### config.mk
export PLATFORM = sky130hd
export DESIGN_NAME = wdt_core
export DESIGN_NICKNAME = d
export VERILOG_FILES = /design/src/design/wdt_pkg.sv /design/src/design/wdt_cnt.sv /design/src/design/wdt_core.sv
export VERILOG_INCLUDE_DIRS = /design/src /design/src/design
export SDC_FILE = /design/constraint.sdc
export NUM_CORES = 1
export LEC_CHECK = 0
export ABC_AREA = 1
export BUFFER_PORTS_ARGS = -buffer_cell sky130_fd_sc_hd__buf_2
export CAP_MARGIN = 10
export CORE_MARGIN = 5
export CORE_UTILIZATION = 35
export DETAILED_ROUTE_END_ITERATION = 8
export SKIP_LAST_GASP = 1
export SLEW_MARGIN = 20
export SYNTH_ARGS = -nofsm -noshare
export SYNTH_HDL_FRONTEND = slang
export SYNTH_SLANG_ARGS = --single-unit
### constraint.sdc
create_clock -name clk_i -period 2.3 [get_ports clk_i]
set_clock_uncertainty 0.2 [all_clocks]
set_input_delay 0.345 -clock clk_i [delete_from_list [all_inputs] [get_ports clk_i]]
set_output_delay 0.345 -clock clk_i [all_outputs]
set_load 0.02 [all_outputs]
### src/design/wdt_map.svh
`ifndef WDT_MAP_SVH
`define WDT_MAP_SVH

// Counter width and reset value of the programmed timeout
`define WDT_CNT_W 32
`define WDT_LOAD_RST 32'hFFFFFFFF

// Control word fields
`define WDT_CTRL_W 2
`define WDT_CTRL_EN_BIT 0
`define WDT_CTRL_RESEN_BIT 1
`define WDT_CTRL_RST 2'h0

// Lock key: writing this value opens the lock, any other value closes it
// Key value is arbitrary
`define WDT_UNLOCK_KEY 32'hA5A5A5A5
`define WDT_LOCK_RST 1'b0

// Clock rate and derived timing
`define WDT_CLK_MHZ 25
`define WDT_DEC_DIV 1
`define WDT_RST_HOLD_NS 1000
`define WDT_RST_HOLD_CYC ((`WDT_RST_HOLD_NS * `WDT_CLK_MHZ + 999) / 1000)

`endif

### src/design/wdt_pkg.sv
package wdt_pkg;

	// One write request carried with its data
	typedef struct packed {
		logic we;
		logic [31:0] data;
	} wdt_wr_t;

	// Timeout sequencer states, Gray along idle, pending, reset
	typedef enum logic [1:0] {
		WDT_IDLE = 2'h0,
		WDT_PEND = 2'h1,
		WDT_RST = 2'h3
	} wdt_state_t;

endpackage : wdt_pkg

### src/design/wdt_cnt.sv
`timescale 1ns/1ps
`default_nettype none

// Loadable down counter
module wdt_cnt #(
	parameter int W = 32
) (
	input wire logic clk_i,
	input wire logic nrst_i,
	input wire logic load_i,
	input wire logic [W-1:0] load_val_i,
	input wire logic dec_i,
	output logic [W-1:0] cnt_o,
	output logic zero_o
);

	logic [W-1:0] cnt_q; // Current count

	// Load has priority over decrement
	always_ff @(posedge clk_i or negedge nrst_i) begin
		if (!nrst_i) begin
			cnt_q <= '1;
		end else if (load_i) begin
			cnt_q <= load_val_i;
		end else if (dec_i) begin
			cnt_q <= cnt_q - W'(1);
		end
	end

	assign cnt_o = cnt_q;
	assign zero_o = (cnt_q == '0);

endmodule : wdt_cnt

`default_nettype wire

### src/design/wdt_core.sv
// Overview of operation
// 32-bit down counter loaded with programmed timeout
// Every timeout raises the interrupt request, except one during WDT_RST, which is ignored
// Timeout with interrupt still pending asserts reset
// Engaged lock blocks writes to other controls
// Counter decrements on oscillator-derived watchdog tick
// Refresh reloads counter and clears pending interrupt
`timescale 1ns/1ps
`default_nettype none
`include "wdt_map.svh"

module wdt_core #(
	parameter int unsigned DEC_DIV = `WDT_DEC_DIV,
	parameter int unsigned RST_HOLD = `WDT_RST_HOLD_CYC
) (
	input wire logic clk_i,
	input wire logic nrst_i,
	input wire wdt_pkg::wdt_wr_t load_wr_i,
	input wire wdt_pkg::wdt_wr_t ctrl_wr_i,
	input wire wdt_pkg::wdt_wr_t lock_wr_i,
	input wire logic refresh_i,
	input wire logic int_clr_i,
	output logic irq_o,
	output logic sys_rst_o,
	output logic locked_o,
	output logic [`WDT_CNT_W-1:0] count_o,
	output logic [`WDT_CTRL_W-1:0] ctrl_o
);

	localparam int DIV_W = 16; // Width of the tick divider

	// Programmed state
	logic lock_q; // Lock engaged
	logic [`WDT_CNT_W-1:0] load_q; // Programmed timeout
	logic [`WDT_CTRL_W-1:0] ctrl_q; // Enable and reset enable

	// Tick divider
	logic [DIV_W-1:0] div_q;
	logic tick_q; // One-cycle decrement enable

	// Sequencer
	wdt_pkg::wdt_state_t state_q, state_d;
	logic [15:0] hold_q; // Reset pulse length counter
	logic irq_q;
	logic rst_q;

	// Counter interface
	logic [`WDT_CNT_W-1:0] cnt;
	logic cnt_zero;
	logic cnt_load;
	logic [`WDT_CNT_W-1:0] cnt_load_val;
	logic cnt_dec;

	// Qualified requests
	logic wr_ok;
	logic load_ok;
	logic ctrl_ok;
	logic refresh_ok;
	logic clr_ok;
	logic en;
	logic resen;
	logic timeout;
	logic hold_done;

	// Lock gates every control write except the lock itself
	assign wr_ok = !lock_q;
	assign load_ok = load_wr_i.we && wr_ok;
	assign ctrl_ok = ctrl_wr_i.we && wr_ok;
	assign refresh_ok = refresh_i && wr_ok;
	assign clr_ok = (int_clr_i && wr_ok) || refresh_ok;

	assign en = ctrl_q[`WDT_CTRL_EN_BIT];
	assign resen = ctrl_q[`WDT_CTRL_RESEN_BIT];

	// Expiry is a tick seen while the count stands at zero
	assign timeout = tick_q && en && cnt_zero;
	assign hold_done = (hold_q == 16'h0001);

	// Reload on timeout write, refresh or expiry; new timeout wins
	assign cnt_load = load_ok || refresh_ok || timeout;
	assign cnt_load_val = load_ok ? load_wr_i.data : load_q;
	assign cnt_dec = tick_q && en && !cnt_zero;

	// Lock register, always writable
	always_ff @(posedge clk_i or negedge nrst_i) begin
		if (!nrst_i) begin
			lock_q <= `WDT_LOCK_RST;
		end else if (lock_wr_i.we) begin
			// Any value but the key engages the lock
			lock_q <= (lock_wr_i.data != `WDT_UNLOCK_KEY);
		end
	end

	// Timeout value register
	always_ff @(posedge clk_i or negedge nrst_i) begin
		if (!nrst_i) begin
			load_q <= `WDT_LOAD_RST;
		end else if (load_ok) begin
			load_q <= load_wr_i.data;
		end
	end

	// Control register
	always_ff @(posedge clk_i or negedge nrst_i) begin
		if (!nrst_i) begin
			ctrl_q <= `WDT_CTRL_RST;
		end else if (ctrl_ok) begin
			ctrl_q <= ctrl_wr_i.data[`WDT_CTRL_W-1:0];
		end
	end

	// Divider from the oscillator clock to the decrement tick
	always_ff @(posedge clk_i or negedge nrst_i) begin
		if (!nrst_i) begin
			div_q <= 16'h0000;
			tick_q <= 1'b0;
		end else if (div_q >= DIV_W'(DEC_DIV - 1)) begin
			// Wrap and issue one tick
			div_q <= 16'h0000;
			tick_q <= 1'b1;
		end else begin
			div_q <= div_q + 16'h0001;
			tick_q <= 1'b0;
		end
	end

	// Down counter
	wdt_cnt #(
		.W(`WDT_CNT_W)
	) u_cnt (
		.clk_i(clk_i),
		.nrst_i(nrst_i),
		.load_i(cnt_load),
		.load_val_i(cnt_load_val),
		.dec_i(cnt_dec),
		.cnt_o(cnt),
		.zero_o(cnt_zero)
	);

	// Sequencer next state; an expiry blocks a same-cycle clear, which in turn blocks the reset of that expiry
	always_comb begin
		state_d = state_q;
		unique case (state_q)
			wdt_pkg::WDT_IDLE: begin
				// First expiry only raises the interrupt
				if (timeout) begin
					state_d = wdt_pkg::WDT_PEND;
				end
			end
			wdt_pkg::WDT_PEND: begin
				if (timeout && !clr_ok && resen) begin
					// Second expiry while still unserviced
					state_d = wdt_pkg::WDT_RST;
				end else if (clr_ok && !timeout) begin
					// Serviced in time
					state_d = wdt_pkg::WDT_IDLE;
				end
			end
			wdt_pkg::WDT_RST: begin
				// Release after the hold time
				if (hold_done) begin
					state_d = wdt_pkg::WDT_IDLE;
				end
			end
			default: begin
				state_d = wdt_pkg::WDT_IDLE;
			end
		endcase
	end

	// Sequencer state
	always_ff @(posedge clk_i or negedge nrst_i) begin
		if (!nrst_i) begin
			state_q <= wdt_pkg::WDT_IDLE;
		end else begin
			state_q <= state_d;
		end
	end

	// Reset pulse length
	always_ff @(posedge clk_i or negedge nrst_i) begin
		if (!nrst_i) begin
			hold_q <= 16'h0000;
		end else if (state_q != wdt_pkg::WDT_RST && state_d == wdt_pkg::WDT_RST) begin
			hold_q <= 16'(RST_HOLD);
		end else if (hold_q != 16'h0000) begin
			hold_q <= hold_q - 16'h0001;
		end
	end

	// Registered interrupt and reset outputs
	always_ff @(posedge clk_i or negedge nrst_i) begin
		if (!nrst_i) begin
			irq_q <= 1'b0;
			rst_q <= 1'b0;
		end else begin
			irq_q <= (state_d != wdt_pkg::WDT_IDLE);
			rst_q <= (state_d == wdt_pkg::WDT_RST);
		end
	end

	// Counter value mirror for the output
	logic [`WDT_CNT_W-1:0] count_q;
	always_ff @(posedge clk_i or negedge nrst_i) begin
		if (!nrst_i) begin
			count_q <= '1;
		end else begin
			count_q <= cnt;
		end
	end

	assign irq_o = irq_q;
	assign sys_rst_o = rst_q;
	assign locked_o = lock_q;
	assign count_o = count_q;
	assign ctrl_o = ctrl_q;

endmodule : wdt_core

`default_nettype wire

# Word level (Yosys, flattened, before mapping)
# Cells that the tools add are included.
# totals
regBits	136
out_inout_bits	37
word_cells	57
# op_classes
n_addsub	3
n_lt_le_gt_ge	1
eq_ne	6
mux	12
n_reduce_logical	24
# ops
operator	n
2-to-1 mux 32 bit	3
2-to-1 mux 16 bit	3
logical NOT 32 bit	1
inequality test 32 bit (second input constant)	1
subtractor 32 x 1 -> 32 bit (second input constant)	1
adder 16 x 1 -> 16 bit (second input constant)	1
equality test 16 x 1 -> 1 bit (second input constant)	1
>= comparator 16 x 1 -> 1 bit (second input constant)	1
nonzero test 16 bit	1
subtractor 16 x 1 -> 16 bit (second input constant)	1
logical AND 1 bit	11
2-to-1 mux 2 bit	4
case mux 2 bit (3 select lines)	1
nonzero test 2 bit	3
equality test 2 bit (second input constant)	2
logical NOT 1 bit	4
logical OR 1 bit	3
equality test 2 x 1 -> 1 bit (second input constant)	1
logical NOT 2 bit	1
inequality test 2 bit (second input constant)	1
2-to-1 mux 1 bit	1

# Longest topological paths before layout
# depth
depth_word	11
depth_mapped	11
mapped_depth_nobuf	10

# By module
# A second synthesis with hierarchy kept.
# hier_totals
cells_unflattened	612
hier_area_um2	5783.0
# by_module_without_submodules
mod	instances	cells_per_inst	area_per_inst_um2	seq_area_each_um2
wdt_core	1	296	3475.8	2282.2
wdt_cnt	1	316	2307.2	840.8

# Least setup slack after synthesis
# No wires, ideal clock.
# synth_timing
kind	register to register
from	register u_cnt.cnt_q[0] (netlist: u_cnt.cnt_o[0])
to	register hold_q[10]
setup_ps	115
t_arrival_ps	1568
setup_slack_ps	417
path_stages_with_launch	9
path_cell_list	dfstp_2 > inv_1 > ha_1 > nor3b_1 > nor3b_1 > nand3b_1 > buf_2 > nand3b_1 > inv_1
# synth_between
elab_chain_cells	10
# synth_rtl
element	line	text
start: declaration	wdt_cnt.sv:17	logic [W-1:0] cnt_q;
start signal: assignment	wdt_cnt.sv:24	cnt_q <= load_val_i;
start signal: assignment	wdt_cnt.sv:26	cnt_q <= cnt_q - W'(1);
logical NOT 32 bit (*)	wdt_cnt.sv:31	assign zero_o = (cnt_q == '0);
logical AND 1 bit (*)	wdt_core.sv:76	assign timeout = tick_q && en && cnt_zero;
logical NOT 1 bit	wdt_core.sv:154	end else if (clr_ok && !timeout) begin
logical AND 1 bit	wdt_core.sv:154	
2-to-1 mux 2 bit	wdt_core.sv:154	
2-to-1 mux 2 bit	wdt_core.sv:151	if (timeout && !clr_ok && resen) begin
case mux 2 bit (3 select lines) (*)	wdt_core.sv:143	unique case (state_q)
equality test 2 bit (*)	wdt_core.sv:184	end else if (state_q != wdt_pkg::WDT_RST && state_d == wdt_pkg::WDT_RST) begin
logical AND 1 bit (*)	wdt_core.sv:184	
2-to-1 mux 16 bit / nonzero test 2 bit (equally long branches)	--	
end signal: assignment	wdt_core.sv:185	hold_q <= 16'(RST_HOLD);
end signal: assignment	wdt_core.sv:187	hold_q <= hold_q - 16'h0001;
end: declaration	wdt_core.sv:43	logic [15:0] hold_q;
# Mark *: on every way between the ends. The rest lies on a longest branch, timed or not.
# A chain may end at the register's enable or synchronous reset.

# Worst setup path in the final report
# layout_timing
from	register u_cnt.cnt_q[0] (netlist: u_cnt.cnt_o[0])
to	register u_cnt.cnt_q[28] (netlist: u_cnt.cnt_o[28])
# layout_between
elab_chain_cells	4
# layout_rtl
element
branches (longest 4 deep; another with subtractor 32 x 1 -> 32 bit)
# Several ways; the timed one is not identified. The select of a mux whose other input is x is not followed.

==> impl_metrics.toml <==
[place]
io_buffers = 109
dp_hpwl_um = 11300
place_ws_ns = 0.0651
routabilityCongestion = 0.904

[power_and_ir_drop]
pwr-share-seq = 0.394
pwr-share-clk = 0.292
p_total_mw = 9.05
comb_power_share = 0.315
swShare = 0.364
power_density_nw_per_um2 = 1180
p_sw_mw = 3.30
p_int_mw = 5.76
leakage_nw = 3.75
worst_ir_drop_vdd_uv = 685

[critical_path]
critPathRequiredTime_ns = 2.45
criticalPathCategory = "flop to flop"
crit_fanout = 6
end_kind = "flop"
arrival_ns = 2.21
startpoint_type = "flop"

[global_routing]
top_usage_layer = "met2"
grt_use_met2 = 0.267
grtUsageMet1 = 0.204
overflow = 0
grt.total_usage = 0.161
grt_pass1_wl_um = 25800
antenna_found_initial = 0
use_met3 = 0.0440
grt_pass1_vias = 5247
grt_max_degree = 67

[finish]
layout.nets = 1020
utilization = 0.446
fillers = 1720
n_antenna_cell = 0
drive_above_1_share = 0.280
area_growth_pct = 25.6

[logic_synthesis]
synthSimpleGateAreaFrac = 0.292
synth_cell_types = 34
synth_area_leader_cell = "dfstp_2"
ys_seq_area_frac = 0.510
syn_area_um2 = 6120
synth_fp_nets = 890
synthAdderAreaFrac = 0.0102
ys.flop_type = "dfstp_2"
synth_compound_area_frac = 0.0523
synth_top_family_by_area = "simple AND/OR/NAND/NOR gates"
yosys.area.top_type_share = 0.412
ys_seq_elements = 120
synth.avg_cell_area_um2 = 7.83
muxShareOfSynthArea = 0.00368
synth_area_leaders = "dfstp_2, nand2_1, dfrtp_1"
yosysWarnings = 0
syn_inst = 782
synth_enable_flop_cells = 0
yosys.area_share.xor_xnor = 0.0429
async_flop_share = 1.00

[routing]
vias = 5205
postRouteAntennaNets = 0
dr.first_iter.drc_count = 261
first_pass_iters = 4
wl_per_cell_um = 13.4
via_per_inst = 4.53
postRouteWirelength_um = 15300
drc = 0

[clock_tree]
cts_buffer_depth = 2
cts_root_buf = "clkbuf_16"
numClockSinks = 120
cts_made_buffers = 17
clock_latency_ns = 0.42
clk_pin_slew_ns = 0.05
htreeDepth = 4
post_cts_buffers = 0
cts_tree = "yes"

[sta]
setup-violations-final = 0
hold_viol = 0
rsz0062_at_grt = "no"
final_max_slew_viol_count = 0
worstMarginPinSlew_ns = 0.505
hold_ws_ns = 0.0140
period_minus_slack_ns = 2.06
max_slew_margin = 0.663
setup-tns-final_ns = 0
fmax_mhz = 485
period_share = 0.897
setup_ws_ns = 0.238

[floorplan]
core_um2 = 17200
die_h_um = 142
initial_utilization = 0.355
die_area_um2 = 20200
row_count = 48
io_pins = 140
fp.dieW_um = 142

[worst_hold_path]
hold_path.class = "input pin to flop"

[flow_run]
maxCapViolations = 0

[outcome]
outcome = "completed"
final cells by class:
type / instances / area, µm² / area share
clock buffers: 24 / 503 / 0.0654
repair buffers: 131 / 776 / 0.101
multi-input cells: 525 / 2480 / 0.322
clock inverters: 7 / 90.1 / 0.0117
inverters: 117 / 439 / 0.0571
well taps: 225 / 282 / 0.0366
flip-flops and latches: 120 / 3120 / 0.406
Yosys cell counts, types with 4 or more instances:
cell type	count
buf_2	4
buf_4	5
clkbuf_1	10
dfrtp_1	24
dfstp_2	96
ha_1	5
inv_1	116
nand2_1	244
nand3_1	48
nand3b_1	9
nand4_1	11
nor2_1	98
nor3_1	6
o21ai_0	36
o21ai_1	12
xnor2_1	19
xor2_1	11
cells in the final DEF, fill, tap and decap left out, types with 2 or more instances in the layout:
cell type      instances
a21oi_1                3
buf_12                 3
buf_2                108
buf_4                 10
bufinv_16              2
clkbuf_1               3
clkbuf_16             18
clkbuf_8               3
clkinv_2               3
clkinvlp_4             2
dfrtp_1               24
dfstp_2               96
dlygate4sd3_1         10
ha_1                   4
inv_1                116
mux2_2                 2
nand2_1              243
nand2_2                2
nand3_1               48
nand3b_1               9
nand4_1               11
nor2_1                98
nor2_2                 2
nor3_1                 6
nor3b_2                2
nor4_1                 3
o211ai_1               3
o21ai_0               36
o21ai_1               12
o21bai_1               2
xnor2_1               19
xor2_1                11
metal layers:
metal | share of wire | vias up
met3 | 0.048 | 24
li1 | - | 2667
met5 | 0 | -
met1 | 0.45 | 2406
met4 | 0.015 | 0
met2 | 0.49 | 108
worst paths after layout:
| check | startpoint | to | slack [ns] | cells after the start |
|---|---|---|---|---|
| min in group asynchronous | nrst_i | hold_q[9] | 0.13 | 2 |
| worst max register to register | u_cnt.cnt_o[0] | u_cnt.cnt_o[28] | 0.24 | 10 |
| worst min-delay path | load_wr_i[10] | load_q[10] | 0.01 | 3 |
| worst min register to register | u_cnt.cnt_o[1] | count_o[1] | 0.19 | 0 |
| max in group asynchronous | nrst_i | load_q[26] | 0.98 | 3 |
| worst max-delay path | u_cnt.cnt_o[0] | u_cnt.cnt_o[28] | 0.24 | 10 |
power groups by stage:
stage	combinational, mW	clock [mW]	sequential (mW)
6_report	2.85	2.64	3.56
3_5_place_dp	2.83	0	3.59
5_1_grt	3.26	2.79	3.65
3_3_place_gp	2.81	0	3.59
2_1_floorplan	1.74	0	3.71
4_1_cts	2.86	2.69	3.57
kinds of logic (layout without fill, tap and decap cells):
| kind of cell | count (synthesis) | count (layout) |
|---|---|---|
| other | 1 | 1 |
| flip-flops | 120 | 120 |
| AND/OR/NAND/NOR | 429 | 429 |
| multiplexers | 2 | 2 |
| AO/OA/AOI/OAI | 58 | 58 |
| XOR/XNOR | 30 | 30 |
| buffers and inverters | 137 | 279 |
| adder cells (fa/ha/maj) | 5 | 5 |
state kept, by name, indices dropped and copies added (netlist names):
| register | count |
|---|---|
| u_cnt.cnt_o | 32 |
| load_q | 32 |
| hold_q | 16 |
| ctrl_o | 2 |
| state_q | 2 |
| tick_q | 1 |
| count_o | 32 |
| irq_o | 1 |
| locked_o | 1 |
| sys_rst_o | 1 |
critical path: stages (launching register included):
cell,delay [ns]
dfstp_2,0.39
inv_1,0.12
ha_2,0.30
nand2_1,0.19
inv_1,0.14
nand2_1,0.09
nor2_1,0.21
xor2_1,0.18
nand2_1,0.07
nand2_1,0.07
nand2_1,0.04
stage by stage:
stage | area (µm²) | instances
finish | 7690 | 1149
global route | 7690 | 1149
CTS | 7680 | 1149
detailed placement | 6980 | 1108
global placement | 6980 | 1108
floorplan | 6120 | 782
what timing repair did:
item / 4_1_cts / 5_1_grt
gates resized for setup: 0 / 3
setup endpoints to repair: 0 / 24
hold buffers: 10 / 0
endpoints found under the hold margin: 34 / 0
(Power assumes the default switching activity.)
